--- src/pkg/pmam_pkg.sv ---
// constants and carrier types for the alert-mask bank
package pmam_pkg;
  // command code of the alert mask command
  localparam logic [7:0] PMAM_CMD_ALERT_MASK = 8'h1b;
  // phase value meaning all phases
  localparam logic [7:0] PMAM_PHASE_ALL = 8'hff;
  // selector codes, one per status class
  localparam logic [7:0] PMAM_SEL_VOUT = 8'h7a;
  localparam logic [7:0] PMAM_SEL_IOUT = 8'h7b;
  localparam logic [7:0] PMAM_SEL_INPUT = 8'h7c;
  localparam logic [7:0] PMAM_SEL_TEMP = 8'h7d;
  localparam logic [7:0] PMAM_SEL_CML = 8'h7e;
  localparam int PMAM_NCLASS = 5;
  // class index, counted from the vout selector
  localparam logic [2:0] PMAM_IDX_VOUT = 3'h0;
  localparam logic [2:0] PMAM_IDX_IOUT = 3'h1;
  localparam logic [2:0] PMAM_IDX_INPUT = 3'h2;
  localparam logic [2:0] PMAM_IDX_TEMP = 3'h3;
  localparam logic [2:0] PMAM_IDX_CML = 3'h4;
  // writable bits of each mask byte; others read zero
  localparam logic [7:0] PMAM_WR_VOUT = 8'hfc;
  localparam logic [7:0] PMAM_WR_IOUT = 8'hb0;
  localparam logic [7:0] PMAM_WR_INPUT = 8'h08;
  localparam logic [7:0] PMAM_WR_TEMP = 8'hc0;
  localparam logic [7:0] PMAM_WR_CML = 8'hf2;
  // mask bit positions
  localparam int PMAM_B_OVP_FAULT = 7;
  localparam int PMAM_B_OVP_WARN = 6;
  localparam int PMAM_B_UVP_WARN = 5;
  localparam int PMAM_B_UVP_FAULT = 4;
  localparam int PMAM_B_VOUT_LIMIT = 3;
  localparam int PMAM_B_TON_TIMEOUT = 2;
  localparam int PMAM_B_OC_FAULT = 7;
  localparam int PMAM_B_OC_WARN = 5;
  localparam int PMAM_B_UC_FAULT = 4;
  localparam int PMAM_B_LOW_INPUT = 3;
  localparam int PMAM_B_OT_FAULT = 7;
  localparam int PMAM_B_OT_WARN = 6;
  localparam int PMAM_B_BAD_CMD = 7;
  localparam int PMAM_B_BAD_PAYLOAD = 6;
  localparam int PMAM_B_PACKET_CHECK = 5;
  localparam int PMAM_B_MEM_FAULT = 4;
  localparam int PMAM_B_OTHER_COMM = 1;
  // reset value before the nonvolatile load arrives
  localparam logic [7:0] PMAM_MASK_RST = 8'h00;
  // one byte per class, index 0 = vout
  typedef logic [PMAM_NCLASS-1:0][7:0] pmam_bank_t;
  localparam pmam_bank_t PMAM_WR_BITS = {PMAM_WR_CML, PMAM_WR_TEMP, PMAM_WR_INPUT,
                                         PMAM_WR_IOUT, PMAM_WR_VOUT};
  // decoded word write: command, low byte (selector), high byte (mask)
  typedef struct packed {
    logic [7:0] cmd;
    logic [7:0] low;
    logic [7:0] high;
  } pmam_word_s;
  // decoded block-write/block-read process call: command, one-byte block
  typedef struct packed {
    logic [7:0] cmd;
    logic [7:0] sel;
  } pmam_call_s;
endpackage

--- src/logic/pmam_top.sv ---
// alert-mask bank: per-class mask bytes gating status onto the shared alert line
// What this block does
// - mask 0 lets condition alert, 1 blocks
// - masking never alters the status bits
// - word write 1Bh: low selects, high value
// - one-byte block select returns one-byte mask
// - updates only by word write to 1Bh or by nvm_load
// - reads by process call, one unsigned byte
// - access only while phase is FFh
// - reset from nonvolatile (rst_b clears masks to 00h; nvm_bank loads only on nvm_load), writes act immediately
// - vout mask bits 7:2 writable, 1:0 zero
// - iout mask 7Bh bits 7,5,4 writable
// - input mask 7Ch only bit 3 writable
// - temperature mask 7Dh bits 7,6 writable
// - cml mask 7Eh bits 7,6,5,4,1 writable
`timescale 1ns/100ps
module pmam_top
  import pmam_pkg::*;
(
  input wire logic mclk,
  input wire logic rst_b,
  input wire logic clk_en,
  input wire logic [7:0] phase,
  input wire logic wr_valid,
  input wire pmam_pkg::pmam_word_s wr_word,
  input wire logic rd_valid,
  input wire pmam_pkg::pmam_call_s rd_call,
  input wire logic nvm_load,
  input wire pmam_pkg::pmam_bank_t nvm_bank,
  input wire pmam_pkg::pmam_bank_t status_bank,
  output logic wr_done,
  output logic wr_err,
  output logic rd_ack,
  output logic rd_err,
  output logic [7:0] rd_data,
  output pmam_pkg::pmam_bank_t mask_bank,
  output logic alert_n_o,
  output logic alert_n_oe
);
  pmam_bank_t bank_q;
  logic [7:0] wr_off;
  logic [7:0] rd_off;
  logic [2:0] wr_idx;
  logic [2:0] rd_idx;
  logic wr_ok;
  logic rd_ok;
  logic wr_done_q;
  logic wr_err_q;
  logic rd_ack_q;
  logic rd_err_q;
  logic [7:0] rd_data_q;
  logic alert_q;
  logic alert_d;

  // selector decode; out-of-range selectors are refused
  assign wr_off = wr_word.low - PMAM_SEL_VOUT;
  assign rd_off = rd_call.sel - PMAM_SEL_VOUT;
  assign wr_idx = wr_off[2:0];
  assign rd_idx = rd_off[2:0];
  assign wr_ok = wr_valid && (wr_word.cmd == PMAM_CMD_ALERT_MASK)
                 && (phase == PMAM_PHASE_ALL)
                 && (wr_word.low >= PMAM_SEL_VOUT) && (wr_word.low <= PMAM_SEL_CML);
  assign rd_ok = rd_valid && (rd_call.cmd == PMAM_CMD_ALERT_MASK)
                 && (phase == PMAM_PHASE_ALL)
                 && (rd_call.sel >= PMAM_SEL_VOUT) && (rd_call.sel <= PMAM_SEL_CML);

  // one mask byte per class; read-only bits are never stored, so they read zero
  for (genvar i = 0; i < PMAM_NCLASS; i++) begin : g_class
    always_ff @(posedge mclk or negedge rst_b) begin
      if (!rst_b) begin
        bank_q[i] <= PMAM_MASK_RST;
      end else if (clk_en) begin
        if (nvm_load) begin
          bank_q[i] <= nvm_bank[i] & PMAM_WR_BITS[i];
        end else if (wr_ok && (wr_idx == 3'(i))) begin
          bank_q[i] <= wr_word.high & PMAM_WR_BITS[i];
        end
      end
    end
    property p_ro_zero;
      @(posedge mclk) disable iff (!rst_b)
        (bank_q[i] & ~PMAM_WR_BITS[i]) == 8'h00;
    endproperty
    a_ro_zero: assert property (p_ro_zero) else $error("read-only mask bit set");
  end

  // write outcome pulses
  always_ff @(posedge mclk or negedge rst_b) begin
    if (!rst_b) begin
      wr_done_q <= 1'b0;
      wr_err_q <= 1'b0;
    end else if (clk_en) begin
      wr_done_q <= wr_ok && !nvm_load;
      wr_err_q <= wr_valid && !wr_ok;
    end
  end

  // process-call read answer, one cycle after the request
  always_ff @(posedge mclk or negedge rst_b) begin
    if (!rst_b) begin
      rd_ack_q <= 1'b0;
      rd_err_q <= 1'b0;
      rd_data_q <= 8'h00;
    end else if (clk_en) begin
      rd_ack_q <= rd_ok;
      rd_err_q <= rd_valid && !rd_ok;
      if (rd_ok) begin
        rd_data_q <= bank_q[rd_idx];
      end
    end
  end

  // status is only read here, never written back, so masking leaves it intact
  always_comb begin
    alert_d = 1'b0;
    for (int k = 0; k < PMAM_NCLASS; k++) begin
      alert_d = alert_d | (|(status_bank[k] & ~bank_q[k]));
    end
  end

  // registered so the open-drain pin never glitches on status skew
  always_ff @(posedge mclk or negedge rst_b) begin
    if (!rst_b) begin
      alert_q <= 1'b0;
    end else if (clk_en) begin
      alert_q <= alert_d;
    end
  end

  assign wr_done = wr_done_q;
  assign wr_err = wr_err_q;
  assign rd_ack = rd_ack_q;
  assign rd_err = rd_err_q;
  assign rd_data = rd_data_q;
  assign mask_bank = bank_q;
  assign alert_n_o = 1'b0;
  assign alert_n_oe = alert_q;

  // rst_b in the antecedent: at the release edge the pin flop is still held clear
  property p_alert_on;
    @(posedge mclk) disable iff (!rst_b)
      rst_b && clk_en && alert_d |=> alert_n_oe;
  endproperty
  a_alert_on: assert property (p_alert_on) else $error("unmasked status did not alert");

  property p_all_masked;
    @(posedge mclk) disable iff (!rst_b)
      clk_en && ((status_bank & ~bank_q) == '0) |=> !alert_n_oe;
  endproperty
  a_all_masked: assert property (p_all_masked) else $error("masked status drove alert");

  property p_write_lands;
    @(posedge mclk) disable iff (!rst_b)
      clk_en && wr_ok && !nvm_load |=>
        bank_q[$past(wr_idx)] == ($past(wr_word.high) & PMAM_WR_BITS[$past(wr_idx)]);
  endproperty
  a_write_lands: assert property (p_write_lands) else $error("mask write not applied");

  property p_write_live;
    @(posedge mclk) disable iff (!rst_b)
      clk_en && wr_ok && !nvm_load ##1 clk_en |=> alert_n_oe == $past(alert_d);
  endproperty
  a_write_live: assert property (p_write_live) else $error("new mask not in effect");

  property p_phase_block;
    @(posedge mclk) disable iff (!rst_b)
      clk_en && wr_valid && (phase != PMAM_PHASE_ALL) && !nvm_load |=> $stable(bank_q) && wr_err;
  endproperty
  a_phase_block: assert property (p_phase_block) else $error("write taken at wrong phase");

  property p_cmd_only;
    @(posedge mclk) disable iff (!rst_b)
      !nvm_load && !(wr_valid && wr_word.cmd == PMAM_CMD_ALERT_MASK) |=> $stable(bank_q);
  endproperty
  a_cmd_only: assert property (p_cmd_only) else $error("mask changed without write");

  property p_read_back;
    @(posedge mclk) disable iff (!rst_b)
      clk_en && rd_ok |=> rd_ack && (rd_data == $past(bank_q[rd_idx]));
  endproperty
  a_read_back: assert property (p_read_back) else $error("read returned wrong mask");

  property p_read_refuse;
    @(posedge mclk) disable iff (!rst_b)
      clk_en && rd_valid && !rd_ok |=> rd_err && !rd_ack;
  endproperty
  a_read_refuse: assert property (p_read_refuse) else $error("bad read not refused");

  property p_nvm_load;
    @(posedge mclk) disable iff (!rst_b)
      clk_en && nvm_load |=> bank_q == ($past(nvm_bank) & PMAM_WR_BITS);
  endproperty
  a_nvm_load: assert property (p_nvm_load) else $error("nonvolatile defaults not loaded");

  // answers stay quiet without a request, and a refusal never reports success
  property p_wr_idle;
    @(posedge mclk) disable iff (!rst_b)
      clk_en && !wr_valid |=> !wr_done && !wr_err;
  endproperty
  a_wr_idle: assert property (p_wr_idle) else $error("write answer without request");

  property p_wr_refuse;
    @(posedge mclk) disable iff (!rst_b)
      clk_en && wr_valid && !wr_ok |=> wr_err && !wr_done;
  endproperty
  a_wr_refuse: assert property (p_wr_refuse) else $error("bad write not refused");

  // a same-cycle nonvolatile load takes priority, so the write is silently lost
  property p_nvm_wins;
    @(posedge mclk) disable iff (!rst_b)
      clk_en && nvm_load |=> !wr_done;
  endproperty
  a_nvm_wins: assert property (p_nvm_wins) else $error("write reported during load");

  property p_rd_hold;
    @(posedge mclk) disable iff (!rst_b)
      clk_en && !rd_ok |=> $stable(rd_data);
  endproperty
  a_rd_hold: assert property (p_rd_hold) else $error("read data moved without read");

  // enable low must freeze masks, read data and the alert pin alike
  property p_frozen;
    @(posedge mclk) disable iff (!rst_b)
      !clk_en |=> $stable(bank_q) && $stable(rd_data) && $stable(alert_n_oe);
  endproperty
  a_frozen: assert property (p_frozen) else $error("state moved while enable low");
endmodule

--- config.mk ---
export PLATFORM = sky130hd
export DESIGN_NAME = pmam_top
export DESIGN_NICKNAME = d
export VERILOG_FILES = /design/src/pkg/pmam_pkg.sv /design/src/logic/pmam_top.sv
export SDC_FILE = /design/constraint.sdc
export NUM_CORES = 1
export LEC_CHECK = 0
export ABC_CLOCK_PERIOD_IN_PS = 2280
export BUFFER_PORTS_ARGS = -buffer_cell sky130_fd_sc_hd__clkbuf_2
export CAP_MARGIN = 15
export CORE_MARGIN = 1
export CORE_UTILIZATION = 41
export DETAILED_ROUTE_END_ITERATION = 6
export MAX_ROUTING_LAYER = met4
export PLACE_DENSITY = 0.95
export SLEW_MARGIN = 20
export SYNTH_ARGS = -nofsm -noshare
export SYNTH_HDL_FRONTEND = slang
export SYNTH_SLANG_ARGS = --single-unit
--- constraint.sdc ---
create_clock -name mclk -period 2.28 [get_ports mclk]
set_input_delay 0.456 -clock mclk [delete_from_list [all_inputs] [get_ports mclk]]
set_output_delay 0.456 -clock mclk [all_outputs]
set_load 0.02 [all_outputs]
# Word-level counts from Yosys, hierarchy flattened
# Cells that the tools add are included.
[word_totals] regBits=53 word_cells=87
[op_classes] n_addsub=2 magnitude_cmp=5 n_eq_ne=7 mux=12 n_bitwise=14 n_reduce_logical=36
[op_table] op="8-bit 2-to-1 mux" n=11
[op_table] op="8-bit AND" n=5
[op_table] op="8-bit NOT" n=5
[op_table] op="8-bit OR reduction" n=5
[op_table] op="8-bit binary-select mux with 3-bit select" n=1
[op_table] op="8-bit by 5-bit equality test with 1-bit output, second input constant" n=2
[op_table] op="8-bit by 7-bit >= comparator with 1-bit output, second input constant" n=2
[op_table] op="8-bit by 7-bit less-or-equal comparator with 1-bit output, second input constant" n=2
[op_table] op="1-bit logical AND" n=16
[op_table] op="2-bit AND reduction" n=6
[op_table] op="2-bit nonzero test" n=5
[op_table] op="8-bit equality test, second input constant" n=1
[op_table] op="3-bit by 2-bit equality test with 1-bit output, second input constant" n=2
[op_table] op="3-bit by 2-bit subtractor with 3-bit output, second input constant" n=2
[op_table] op="3-bit by 4-bit < comparator with 1-bit output, second input constant" n=1
[op_table] op="1-bit bitwise OR" n=4
[op_table] op="3-bit by 1-bit equality test with 1-bit output, second input constant" n=1
[op_table] op="3-bit equality test, second input constant" n=1
[op_table] op="1-bit zero test" n=3
[op_table] op="3-bit zero test" n=1

# Longest topological paths before layout
# Gate-level depths: netlist of run 1.
[depth] depth_word=8 mapped_depth=6 ltp_nobuf=6

# Worst setup path before layout of run 1
# Ideal clock, no wire load.
[synth_timing] path_kind="input -> register" start="in wr_word[21] in the netlist's numbering" end="reg bank_q (netlist bit mask_bank[36])" setup_time_ps=123 t_arrival_ps=1938 setup_slack_ps=219 cell_stages=5 path_buffers=0 cell_sequence="nand4bb_1 -> nor4b_4 -> nand4_4 -> or4_4 -> o221a_1"
[synth_between] elab_chain_len=8
[synth_rtl] element="start, declared" line_no="pmam_top.sv:25" rtl="input wire pmam_pkg::pmam_word_s wr_word,"
[synth_rtl] element="8-bit by 5-bit equality test with 1-bit output" line_no="pmam_top.sv:60" rtl="assign wr_ok = wr_valid && (wr_word.cmd == PMAM_CMD_ALERT_MASK)"
[synth_rtl] element="1-bit logical AND" line_no="pmam_top.sv:60"
[synth_rtl] element="1-bit logical AND" line_no="pmam_top.sv:61" rtl="&& (phase == PMAM_PHASE_ALL)"
[synth_rtl] element="1-bit logical AND (2 in a row)" line_no="pmam_top.sv:62" rtl="&& (wr_word.low >= PMAM_SEL_VOUT) && (wr_word.low <= PMAM_SEL_CML);"
[synth_rtl] element="1-bit logical AND" line_no="pmam_top.sv:75" rtl="end else if (wr_ok && (wr_idx == 3'(i))) begin"
[synth_rtl] element="2-bit nonzero test (no source line)"
[synth_rtl] element="2-bit AND reduction (no source line)"
[synth_rtl] element="end signal, assigned by index" line_no="pmam_top.sv:74" rtl="bank_q[i] <= nvm_bank[i] & PMAM_WR_BITS[i];"
[synth_rtl] element="end signal, assigned by index" line_no="pmam_top.sv:76" rtl="bank_q[i] <= wr_word.high & PMAM_WR_BITS[i];"
[synth_rtl] element="end, declared" line_no="pmam_top.sv:40" rtl="pmam_bank_t bank_q;"
# Every way passes these cells.
# A chain may end at the register's enable or synchronous reset.

# Worst setup path after layout of run 1
[layout_timing] start="in wr_word[21] in the netlist's numbering" end="reg bank_q (netlist bit mask_bank[30])"
# Same word-level chain as after synthesis.

==> summary.md, run 1 <==
| Metric | Value |
|---|---|
| Cell Rows | `25` |
| Setup skew after layout | `0.00451 ns` |
| Initial Util | `43.0%` |
| Finished Cell Area | `0.00288 mm^2` |
| Post-synthesis mux area share | `12.9%` |
| Syn Std Cell Area | `0.00206 mm^2` |
| Share of flip-flops with an asynchronous set or reset | `100%` |
| Critical R2R Launch | `mask_bank[3]` |
| Power density over the cells | `570 mW/mm^2` |
| Clock insertion delay at the later pin of the skew report | `0.28 ns` |
| Crit path largest cell delay | `0.44 ns` |
| Count of unresolved DRC violations after routing | `0` |
| Element type at the critical path end | `register` |
| Number of flip-flops and latches in the synthesized netlist | `29` |
| GRT overflow | `0` |
| Critical register-to-register path endpoint | `alert_n_oe` |
| Die height | `72.9 um` |
| Total of warnings raised by yosys | `0` |
| RePlAce Congestion | `0.880` |
| Largest fanout on the critical path | `2` |
| Type of origin of the critical path | `input port` |
| Fmax | `0.505 GHz` |
| Worst-case setup slack after placement | `0.0201 ns` |
| Critical Path Slowest Stage Cell | `sky130_fd_sc_hd__o41ai_1` |
| Peak ir drop on the vdd network | `318 uV` |
| Detailed-placement wirelength estimate | `4940 um` |
| Total Routed Length | `5780 um` |
| Xor/xnor cell area share of the yosys netlist | `0%` |
| Worst-margin pin slew | `0.725 ns` |
| TritonCTS clock tree | `built` |
| Layout net count | `505` |
| Post-detailed-route via-to-cell ratio | `4.93` |
| Placed Instance Area | `0.00276 mm^2` |
| First-pass GRT wire length | `8930 um` |
| Gates resized, CTS repair | `0` |
| Vias in the first global route | `1958` |
| Post-CTS repair timing setup buffer count | `0` |
| Total number of H-tree levels | `2` |
| Clock transition at the register clock pins on the worst setup and hold paths after CTS | `0.06 ns` |
| Post-layout minimum cycle time | `1.98 ns` |
| Final-report hold violation count | `0` |
| Part of the Yosys area used for sequential elements | `35.3%` |
| Post-synth EDFFs | `0` |
| Required time of the critical path | `2.45 ns` |
| Area growth from synthesis to layout | `39.8%` |
| Total of hold buffers inserted after clock tree synthesis | `0` |
| Longest Clk Path Bufs | `2` |
| Post-layout worst setup margin | `0.300 ns` |
| Depth of the worst register-to-register path | `4` |
| Fraction of post-synthesis cell area in the top cell type by area | `35.3%` |
| Max Transition Viols Final | `0` |
| Post-synthesis simple-gate area fraction | `23.1%` |
| Crit path kind | `in -> reg` |
| Maximum number of pins on one net before global-route repair | `30` |
| Post-synthesis compound-gate area fraction | `13.3%` |
| Die width | `72.9 um` |
| Path category of the worst min-delay check | `in -> async` |
| Global routing usage summed across all routing layers | `23.3%` |
| Final cycle utilization of the critical path | `86.8%` |
| Number of routed nets with antenna violations | `0` |
| Number of buffers inserted by port buffering | `138` |
| Critical path arrival | `2.15 ns` |
| DRC violation total after the first TritonRoute iteration | `83` |
| Worst reg-to-reg setup slack | `0.79 ns` |
| Number of setup violations in the final report | `0` |
| Core area | `0.00479 mm^2` |
| Worst slew margin relative to its limit | `51.7%` |
| Via count | `2155` |
| Layout cells sized above 1 | `48.9%` |
| Unrepaired setup endpoints after global routing | `no` |
| LEAKAGE | `1.58 nW` |
| Routed length per placed instance | `13.2 um` |
| Commonest register cell after synthesis | `sky130_fd_sc_hd__dfrtp_1` |
| Cell count after synthesis | `224` |
| Count of distinct cell types in the synthesized netlist | `44` |
| Area share of fa/ha/maj cells after synthesis | `1.22%` |
| Number of clock sinks | `29` |
| I/O pin total | `188` |
| Top cell type by total area after synthesis | `sky130_fd_sc_hd__dfrtp_1` |
| Largest cells by area after synthesis | `sky130_fd_sc_hd__dfrtp_1, sky130_fd_sc_hd__mux2_2, sky130_fd_sc_hd__buf_4` |
| Outcome | `finished clean` |
| Final core area utilization | `60.1%` |
| Detailed-routing iteration count for the pre-antenna-repair pass | `4` |
| CTS buffer count | `5` |
| Ordered cell list for the critical path | `clkbuf_2 -> nand4bb_1 -> nor4b_4 -> nand2_1 -> o41ai_1 -> buf_4 -> mux2_2` |
| CTS Root Cell | `sky130_fd_sc_hd__clkbuf_8` |
| Die area | `0.00531 mm^2` |
| Antenna violations before repair | `0` |
| Sum of negative setup slack | `0 ns` |
| Antenna Diode Count | `0` |
| Mean instance size in the synthesized netlist | `9.19 um^2` |
| Dominant combinational cell family by area after synthesis | `simple AND/OR/NAND/NOR gates` |
| Maximum Capacitance Violations | `0` |
[layout by cell type, fill, tap and decap left out, drive strengths merged, types with 2 or more instances in the layout]
cell / synthesis / layout
nand2b: 6 / 6
nand4b: 3 / 3
dfrtp: 29 / 29
mux2i: 4 / 4
nand2: 30 / 30
nor4bb: 2 / 2
o31ai: 2 / 2
nor2: 7 / 7
nor4: 7 / 7
or2: 6 / 6
nor4b: 2 / 2
nand4: 5 / 5
or4: 2 / 2
mux2: 20 / 20
ha: 2 / 2
a21boi: 2 / 2
a22oi: 2 / 2
nand3: 4 / 4
o21ai: 7 / 7
conb: 1 / 25
a21oi: 2 / 2
buf: 25 / 6
o221a: 5 / 5
inv: 22 / 22
nor2b: 3 / 3
clkbuf: 5 / 145
o22ai: 6 / 6
[how the worst max path moves through the flow]
stage	end	slack [ns]	startpoint	cells after the start
global route	mask_bank[30]	0.22	wr_word[21]	7
floorplan	mask_bank[36]	0.22	wr_word[21]	5
finish	mask_bank[30]	0.30	wr_word[21]	7
global placement	mask_bank[30]	-0.0009	wr_word[21]	7
detailed placement	mask_bank[36]	0.02	wr_word[21]	6
CTS	mask_bank[30]	0.32	wr_word[21]	7
[routing by layer]
metal / global-route usage [%] / wire (um) / vias to the layer above / share of wire [%]
li1: - / - / 1045 / -
met1: 26.5 / 2300 / 1001 / 40
met2: 40.1 / 3010 / 100 / 52
met3: 4.83 / 379 / 9 / 6.6
met4: 9.37 / 92 / 0 / 1.6
met5: - / 0 / - / 0
[metrics by stage]
stage / hold slack, ns / std cells / total power [mW]
5_1_grt: 0.285 / 437 / 1.72
3_5_place_dp: 0.494 / 429 / 1.10
2_1_floorplan: 0.160 / 248 / 0.909
4_1_cts: 0.235 / 437 / 1.66
3_3_place_gp: 0.490 / 429 / 1.08
6_report: 0.220 / 437 / 1.64
[synth_stat cells (all sizes together) (3+ instances only)]
master,n
buf,25
clkbuf,5
dfrtp,29
inv,22
mux2,20
mux2i,4
nand2,30
nand2b,6
nand3,4
nand4,5
nand4b,3
nor2,7
nor2b,3
nor4,7
o21ai,7
o221a,5
o22ai,6
or2,6
[critical path, delay by kind of cell]
kind                   cells  cell delay (ns)
AO/OA/AOI/OAI              1             0.44
buffers and inverters      2             0.28
multiplexers               1             0.32
AND/OR/NAND/NOR            3             0.65
[kinds of logic (layout without fill, tap and decap cells)]
| family | after synthesis | after routing |
|---|---|---|
| and+or+nand+nor | 81 | 81 |
| muxes | 24 | 24 |
| adders and majority gates | 2 | 2 |
| DFF | 29 | 29 |
| other | 1 | 25 |
| AOI/OAI and AO/OA | 35 | 35 |
| buffers and inverters | 52 | 174 |
[final cells by class]
class	instances	area (um^2)
tap	67	83.8
inverter	22	82.6
fill	441	1910
clock inverter	1	30.0
clock buffer	7	86.3
sequential	29	726
multi-input combinational	167	1130
timing repair buffer	144	736
[report_power, final]
group / switching, mW / internal (mW)
Clock: 0.196 / 0.356
Combinational: 0.259 / 0.201
Sequential: 0.0636 / 0.566
[flip-flops by register name, summed over array words and instances (netlist names)]
name / cells
mask_bank: 17
rd_ack: 1
wr_done: 1
rd_data: 7
wr_err: 1
rd_err: 1
alert_n_oe: 1
Note: power is estimated with default switching activity, not from simulation.
==> run 2, diff against run 1 <==
--- a/config.mk
+++ b/config.mk
@@ -5,14 +5,15 @@
 export SDC_FILE = /design/constraint.sdc
 export NUM_CORES = 1
 export LEC_CHECK = 0
-export ABC_CLOCK_PERIOD_IN_PS = 2280
+export ABC_CLOCK_PERIOD_IN_PS = 2240
 export BUFFER_PORTS_ARGS = -buffer_cell sky130_fd_sc_hd__clkbuf_2
 export CAP_MARGIN = 15
+export CORE_ASPECT_RATIO = 1.25
 export CORE_MARGIN = 1
-export CORE_UTILIZATION = 41
+export CORE_UTILIZATION = 38
 export DETAILED_ROUTE_END_ITERATION = 6
 export MAX_ROUTING_LAYER = met4
-export PLACE_DENSITY = 0.95
+export PLACE_DENSITY = 0.93
 export SLEW_MARGIN = 20
 export SYNTH_ARGS = -nofsm -noshare
 export SYNTH_HDL_FRONTEND = slang
==> constraint.sdc (replaced) <==
create_clock -name mclk -period 2.24 [get_ports mclk]
set_input_delay 0.448 -clock mclk [delete_from_list [all_inputs] [get_ports mclk]]
set_output_delay 0.448 -clock mclk [all_outputs]
set_load 0.02 [all_outputs]
==> run 2 against run 1 <==
Global-route usage is 1.4 points lower. Register-to-register slack worse by 0.04 ns. Non-clock buffer count stayed put. Utilization is 4.3 points lower. Clock skew is 0.0011 ns lower. Cell count is 1.1% lower. Critical path type unchanged. Largest cell class unchanged. Highest routed layer unchanged.
==> summary.md, run 2 (same netlist as run 1, synthesis figures left out) <==
| Metric | Value |
|---|---|
| Outcome | `finished clean (unchanged)` |
| Unrepaired setup endpoints after global routing | `no (unchanged)` |
| Clock network power share | `33.6% (about the same)` |
| Final-report hold violation count | `0 (unchanged)` |
| Most common library cell in the layout ignoring fill and taps | `sky130_fd_sc_hd__clkbuf_2 (unchanged)` |
| Detailed-placement wirelength estimate | `5070 um (was 4940 um)` |
| Combined buffer and inverter count along the critical path | `1 (was 2)` |
| Type of origin of the critical path | `input port (unchanged)` |
| GRT overflow | `0 (unchanged)` |
| Critical Path Slowest Stage Cell | `sky130_fd_sc_hd__or4_4 (was sky130_fd_sc_hd__o41ai_1)` |
| Fraction of power spent switching nets | `31.7% (was 31.6%)` |
| Layout cells sized above 1 | `49.2% (was 48.9%)` |
| Worst slew margin relative to its limit | `50.3% (was 51.7%)` |
| Met2 WL | `3110 um (was 3010 um)` |
| Worst-margin pin slew | `0.745 ns (was 0.725 ns)` |
| Sequential fraction of design power | `38.3% (was 38.4%)` |
| Die height | `84.3 um (was 72.9 um)` |
| Post-detailed-route via-to-cell ratio | `4.90 (was 4.93)` |
| Initial Util | `39.9% (was 43.0%)` |
| Max Transition Viols Final | `0 (unchanged)` |
| Total number of H-tree levels | `2 (unchanged)` |
| Number of buffers inserted by port buffering | `138 (unchanged)` |
| Routed length per placed instance | `13.6 um (was 13.2 um)` |
| Clock insertion delay at the later pin of the skew report | `0.28 ns (about the same)` |
| Required time of the critical path | `2.40 ns (was 2.45 ns)` |
| I/O pin total | `188 (unchanged)` |
| Via count | `2118 (was 2155)` |
| M1 WL | `2220 um (was 2300 um)` |
| First-pass GRT wire length | `8890 um (was 8930 um)` |
| Post-CTS repair timing setup buffer count | `0 (unchanged)` |
| Worst reg-to-reg setup slack | `0.75 ns (was 0.79 ns)` |
| Number of cells in the design after placement | `424 (was 429)` |
| Detailed-routing iteration count for the pre-antenna-repair pass | `4 (unchanged)` |
| Top delay family on crit path | `simple AND/OR/NAND/NOR gates (unchanged)` |
| CTS buffer count | `5 (unchanged)` |
| Antenna Diode Count | `0 (unchanged)` |
| Setup skew after layout | `0.00339 ns (was 0.00451 ns)` |
| Area growth from synthesis to layout | `39.7% (was 39.8%)` |
| Net Sw Power | `0.530 mW (was 0.518 mW)` |
| Number of setup violations in the final report | `0 (unchanged)` |
| Largest fanout on the critical path | `5 (was 2)` |
| Maximum Capacitance Violations | `0 (unchanged)` |
| Number of routed nets with antenna violations | `0 (unchanged)` |
| Path category of the worst min-delay check | `in -> async (unchanged)` |
| Crit path kind | `in -> reg (unchanged)` |
| LEAKAGE | `1.58 nW (about the same)` |
| Die area | `0.00572 mm^2 (was 0.00531 mm^2)` |
| Die width | `67.8 um (was 72.9 um)` |
| Fmax | `0.520 GHz` |
| Layout net count | `505 (unchanged)` |
| Peak ir drop on the vdd network | `273 uV (was 318 uV)` |
| Vias in the first global route | `1935 (was 1958)` |
| Final cycle utilization of the critical path | `85.9%` |
| Crit path largest cell delay | `0.59 ns (was 0.44 ns)` |
| Critical path arrival | `2.09 ns (was 2.15 ns)` |
| Met3 Routed Length | `415 um (was 379 um)` |
| CTS Root Cell | `sky130_fd_sc_hd__clkbuf_8 (unchanged)` |
| Cell internal power dissipation | `1.14 mW (was 1.12 mW)` |
| Post-layout instance count excluding filler cells | `432 (was 437)` |
| RePlAce Congestion | `0.893 (was 0.880)` |
| Combined flip-flop and latch cell area | `726 um^2 (unchanged)` |
| Longest Clk Path Bufs | `2 (unchanged)` |
| Flip-flop count of the largest register, all copies and words added | `17 (unchanged)` |
| Number of clock sinks | `29 (unchanged)` |
| Sum of negative setup slack | `0 ns (unchanged)` |
| Critical R2R Launch | `mask_bank[30] (was mask_bank[3])` |
| Number of inserted filler cells in the final layout | `493 (was 441)` |
| Total of hold buffers inserted after clock tree synthesis | `0 (unchanged)` |
| Ordered cell list for the critical path | `clkbuf_2 -> nand4bb_1 -> nor4b_4 -> nand4_4 -> or4_4 -> o221a_1 (was clkbuf_2 -> nand4bb_1 -> nor4b_4 -> nand2_1 -> o41ai_1 -> buf_4 -> mux2_2)` |
| Power density over the cells | `581 mW/mm^2 (was 570 mW/mm^2)` |
| Post-layout minimum cycle time | `1.92 ns` |
| Cell Rows | `29 (was 25)` |
| Clock transition at the register clock pins on the worst setup and hold paths after CTS | `0.06 ns (about the same)` |
| Global routing usage summed across all routing layers | `21.9% (was 23.3%)` |
| Multi-input gate area | `0.00113 mm^2 (unchanged)` |
| Antenna violations before repair | `0 (unchanged)` |
| Portion of total power attributed to combinational logic | `28.1% (was 28.0%)` |
| Core area | `0.00515 mm^2 (was 0.00479 mm^2)` |
| Top layer reached by signal wires | `met4 (unchanged)` |
| Maximum number of pins on one net before global-route repair | `30 (unchanged)` |
| Gates resized, CTS repair | `0 (unchanged)` |
| Element type at the critical path end | `register (unchanged)` |
| Highest-count cells in the layout ignoring fill and taps | `sky130_fd_sc_hd__clkbuf_2, sky130_fd_sc_hd__nand2_1, sky130_fd_sc_hd__dfrtp_1, sky130_fd_sc_hd__conb_1, sky130_fd_sc_hd__inv_1 (unchanged)` |
| Total Routed Length | `5890 um (was 5780 um)` |
| Depth of the worst register-to-register path | `4 (unchanged)` |
| Count of unresolved DRC violations after routing | `0 (unchanged)` |
| Critical register-to-register path endpoint | `alert_n_oe (unchanged)` |
| TritonCTS clock tree | `built (unchanged)` |
| DRC violation total after the first TritonRoute iteration | `62 (was 83)` |
run 2: worst max-delay path by stage:
stage	depth (start not counted)	start	endpoint	slack (ns)
2_1_floorplan	5	wr_word[21]	mask_bank[36]	0.19
3_3_place_gp	6	phase[6]	mask_bank[19]	0.03
3_5_place_dp	6	wr_word[21]	mask_bank[38]	0.009
4_1_cts	6	wr_word[21]	mask_bank[38]	0.31
5_1_grt	6	rd_call[13]	rd_data[1]	0.20
6_report	6	wr_word[21]	mask_bank[38]	0.32
run 2: area by class of cell:
cell class	count	share of cell area (%)
clock buffer	6	2.87
sequential	29	25.2
tap	62	2.70
inverter	22	2.87
timing repair buffer	144	25.6
clock inverter	2	1.31
multi-input combinational	167	39.4
run 2: power by group through the flow:
stage	logic, mW	registers [mW]	clock network (mW)
after floorplan	0.234	0.692	0
after CTS	0.475	0.641	0.576
after global routing	0.518	0.649	0.594
after detailed placement	0.473	0.650	0
after global placement	0.462	0.648	0
final	0.469	0.640	0.562
run 2: through the flow:
stage                     hold WS (ns)  util (%)  power (mW)  instance area, um^2  setup slack (ns)
after floorplan                  0.152         -       0.925                 2150             0.187
after global placement           0.491      53.5        1.11                 2760            0.0308
after detailed placement         0.497      53.5        1.12                 2760           0.00943
after CTS                        0.235      55.8        1.69                 2880             0.311
after global routing             0.255      55.8        1.76                 2880             0.204
final                            0.226      55.8        1.67                 2880             0.315
run 2: metal layers:
metal / global-route usage [%] / vias to the layer above
met1: 23.5 / 954
met2: 38.0 / 116
met5: - / -
li1: - / 1038
met4: 9.66 / 0
met3: 4.08 / 10
==> run 3, diff against run 2 <==
--- a/config.mk
+++ b/config.mk
@@ -5,15 +5,15 @@
 export SDC_FILE = /design/constraint.sdc
 export NUM_CORES = 1
 export LEC_CHECK = 0
-export ABC_CLOCK_PERIOD_IN_PS = 2240
+export ABC_CLOCK_PERIOD_IN_PS = 1800
 export BUFFER_PORTS_ARGS = -buffer_cell sky130_fd_sc_hd__clkbuf_2
 export CAP_MARGIN = 15
 export CORE_ASPECT_RATIO = 1.25
 export CORE_MARGIN = 1
-export CORE_UTILIZATION = 38
+export CORE_UTILIZATION = 39
+export CTS_BUF_LIST = sky130_fd_sc_hd__clkbuf_4
 export DETAILED_ROUTE_END_ITERATION = 6
-export MAX_ROUTING_LAYER = met4
-export PLACE_DENSITY = 0.93
+export PLACE_DENSITY = 0.95
 export SLEW_MARGIN = 20
 export SYNTH_ARGS = -nofsm -noshare
 export SYNTH_HDL_FRONTEND = slang
==> constraint.sdc (replaced) <==
create_clock -name mclk -period 1.8 [get_ports mclk]
set_input_delay 0.36 -clock mclk [delete_from_list [all_inputs] [get_ports mclk]]
set_output_delay 0.36 -clock mclk [all_outputs]
set_load 0.02 [all_outputs]
==> run 3 against run 2 <==
The flow now finishes with violations (negative setup slack). Register-to-register slack lost 0.38 ns. Combinational power is 35% higher. Sequential cell count unchanged. Sequential share of layout area is 0.93 points lower. Routed wire length is 5.6% higher. Critical endpoint unchanged. Highest routed layer unchanged.
==> summary.md, run 3 (same netlist as run 1, synthesis figures left out) <==
| Metric | Value |
|---|---|
| Worst slew margin relative to its limit | `51.8% (was 50.3%)` |
| Peak ir drop on the vdd network | `221 uV (was 273 uV)` |
| Placed Instance Area | `0.00291 mm^2 (was 0.00276 mm^2)` |
| Total Routed Length | `6220 um (was 5890 um)` |
| Final-report hold violation count | `0 (unchanged)` |
| Clock transition at the register clock pins on the worst setup and hold paths after CTS | `0.10 ns (was 0.06 ns)` |
| Element type at the critical path end | `register (unchanged)` |
| Number of setup violations in the final report | `2 (was 0)` |
| Area growth from synthesis to layout | `45.0% (was 39.7%)` |
| Largest fanout on the critical path | `5 (unchanged)` |
| Via count | `2232 (was 2118)` |
| Unrepaired setup endpoints after global routing | `yes (was no)` |
| Required time of the critical path | `2.00 ns (was 2.40 ns)` |
| Die width | `67.0 um (was 67.8 um)` |
| Post-layout minimum cycle time | `1.82 ns` |
| Maximum Capacitance Violations | `0 (unchanged)` |
| Fmax | `0.551 GHz` |
| Critical R2R Launch | `mask_bank[3] (was mask_bank[30])` |
| Layout cells sized above 1 | `51.3% (was 49.2%)` |
| Worst reg-to-reg setup slack | `0.37 ns (was 0.75 ns)` |
| Sequential fraction of design power | `44.3% (was 38.3%)` |
| Path category of the worst min-delay check | `in -> async (unchanged)` |
| Antenna Diode Count | `0 (unchanged)` |
| Final core area utilization | `58.8% (was 55.8%)` |
| LEAKAGE | `1.66 nW (was 1.58 nW)` |
| Total number of H-tree levels | `2 (unchanged)` |
| Antenna violations before repair | `0 (unchanged)` |
| I/O pin total | `188 (unchanged)` |
| Clock network power share | `20.6% (was 33.6%)` |
| Power density over the cells | `602 mW/mm^2 (was 581 mW/mm^2)` |
| Routed length per placed instance | `13.9 um (was 13.6 um)` |
| Net Sw Power | `0.635 mW (was 0.530 mW)` |
| Layout net count | `520 (was 505)` |
| TritonCTS clock tree | `built (unchanged)` |
| Initial Util | `40.5% (was 39.9%)` |
| Number of buffers inserted by port buffering | `138 (unchanged)` |
| Most common library cell in the layout ignoring fill and taps | `sky130_fd_sc_hd__clkbuf_2 (unchanged)` |
| Vias in the first global route | `2208 (was 1935)` |
| Finished Cell Area | `0.00299 mm^2 (was 0.00288 mm^2)` |
| Final cycle utilization of the critical path | `101%` |
| Max Transition Viols Final | `0 (unchanged)` |
| Longest Clk Path Bufs | `2 (unchanged)` |
| Highest-count cells in the layout ignoring fill and taps | `sky130_fd_sc_hd__clkbuf_2, sky130_fd_sc_hd__nand2_1, sky130_fd_sc_hd__dfrtp_1, sky130_fd_sc_hd__conb_1, sky130_fd_sc_hd__inv_1 (unchanged)` |
| Critical register-to-register path endpoint | `alert_n_oe (unchanged)` |
| Outcome | `finished with violations (was finished clean)` |
| GRT overflow | `0 (unchanged)` |
| Die area | `0.00557 mm^2 (was 0.00572 mm^2)` |
| RePlAce Congestion | `0.804 (was 0.893)` |
| Portion of total power attributed to combinational logic | `35.2% (was 28.1%)` |
| Worst-margin pin slew | `0.723 ns (was 0.745 ns)` |
| Crit path kind | `in -> reg (unchanged)` |
| Depth of the worst register-to-register path | `4 (unchanged)` |
| Die height | `83.2 um (was 84.3 um)` |
| Core area | `0.00508 mm^2 (was 0.00515 mm^2)` |
| Flip-flop count of the largest register, all copies and words added | `17 (unchanged)` |
| Maximum number of pins on one net before global-route repair | `30 (unchanged)` |
| Post-detailed-route via-to-cell ratio | `5.00 (was 4.90)` |
| Fraction of power spent switching nets | `35.3% (was 31.7%)` |
| Critical path arrival | `2.02 ns (was 2.09 ns)` |
| CTS Root Cell | `sky130_fd_sc_hd__clkbuf_4 (was sky130_fd_sc_hd__clkbuf_8)` |
| Post-layout worst setup margin | `-0.0161 ns (was 0.315 ns)` |
| Number of clock sinks | `29 (unchanged)` |
| Count of unresolved DRC violations after routing | `0 (unchanged)` |
| Clock insertion delay at the later pin of the skew report | `0.33 ns (was 0.28 ns)` |
| DRC violation total after the first TritonRoute iteration | `88 (was 62)` |
| Number of routed nets with antenna violations | `0 (unchanged)` |
| Total of hold buffers inserted after clock tree synthesis | `0 (unchanged)` |
| CTS buffer count | `5 (unchanged)` |
| Detailed-placement wirelength estimate | `5360 um (was 5070 um)` |
| Cell Rows | `29 (unchanged)` |
| First-pass GRT wire length | `9450 um (was 8890 um)` |
| Global routing usage summed across all routing layers | `22.6% (was 21.9%)` |
| Setup skew after layout | `0.0119 ns (was 0.00339 ns)` |
| Detailed-routing iteration count for the pre-antenna-repair pass | `4 (unchanged)` |
| Cell internal power dissipation | `1.16 mW (was 1.14 mW)` |
| Violations in the final reports | `negative setup slack` |
| Type of origin of the critical path | `input port (unchanged)` |
run 3: cell count changes in the layout (fill, tap and decap cells not counted), moves of 5 or more:
cell,delta
sky130_fd_sc_hd__clkbuf_8,-6
sky130_fd_sc_hd__buf_4,+14
sky130_fd_sc_hd__mux2_2,-5
sky130_fd_sc_hd__clkbuf_4,+6
sky130_fd_sc_hd__mux2_4,+5
run 3: area by class of cell:
type	instances	area [um^2]
Fill cell	474	2090
Multi-Input combinational cell	167	1190
Timing Repair Buffer	159	861
Sequential cell	29	726
Inverter	22	82.6
Tap cell	62	77.6
Clock buffer	6	45.0
Clock inverter	1	3.75
run 3: how the worst max path moves through the flow:
stage                startpoint       endpoint  slack (ns)
floorplan           wr_word[21]  mask_bank[36]       -0.15
global placement    wr_word[21]  mask_bank[36]       -0.29
detailed placement  wr_word[21]  mask_bank[38]       -0.34
CTS                 wr_word[21]  mask_bank[38]        0.01
global route        wr_word[21]  mask_bank[38]       -0.06
finish              wr_word[21]  mask_bank[38]       -0.02
run 3: timing repair:
item | 4_1_cts | 5_1_grt
gates resized for setup | 0 | 1
endpoints found under the setup margin | 0 | 7
buffers inserted | 0 | 2
run 3: through the flow:
| stage | hold WS, ns | TNS [ns] | cells | power [mW] | worst slack [ns] |
|---|---|---|---|---|---|
| CTS | 0.0770 | 0 | 444 | 1.81 | 0.0108 |
| global route | 0.101 | -0.264 | 446 | 1.90 | -0.0599 |
| floorplan | 0.0644 | -1.61 | 248 | 1.17 | -0.152 |
| global placement | 0.435 | -3.83 | 437 | 1.42 | -0.285 |
| detailed placement | 0.448 | -4.91 | 437 | 1.44 | -0.341 |
| finish | 0.0637 | -0.0281 | 446 | 1.80 | -0.0161 |
run 3: power by group through the flow:
stage | sequential (mW) | clock [mW] | combinational, mW
6_report | 0.796 | 0.370 | 0.632
5_1_grt | 0.807 | 0.405 | 0.689
4_1_cts | 0.796 | 0.384 | 0.635
3_5_place_dp | 0.809 | 0 | 0.632
3_3_place_gp | 0.807 | 0 | 0.612
2_1_floorplan | 0.861 | 0 | 0.306
run 3: per-layer routing:
layer,track usage [%],share of wire (%)
met5,0,0
met2,39.2,52
met1,23.9,38
met4,13.7,3.7
met3,4.81,6.5
run 3: critical path: stages:
cell and delay [ns]:
sky130_fd_sc_hd__clkbuf_2 0.08, sky130_fd_sc_hd__nand4bb_4 0.22, sky130_fd_sc_hd__nor4b_4 0.31, sky130_fd_sc_hd__nand4_4 0.19, sky130_fd_sc_hd__or4_4 0.59, sky130_fd_sc_hd__o221a_1 0.27
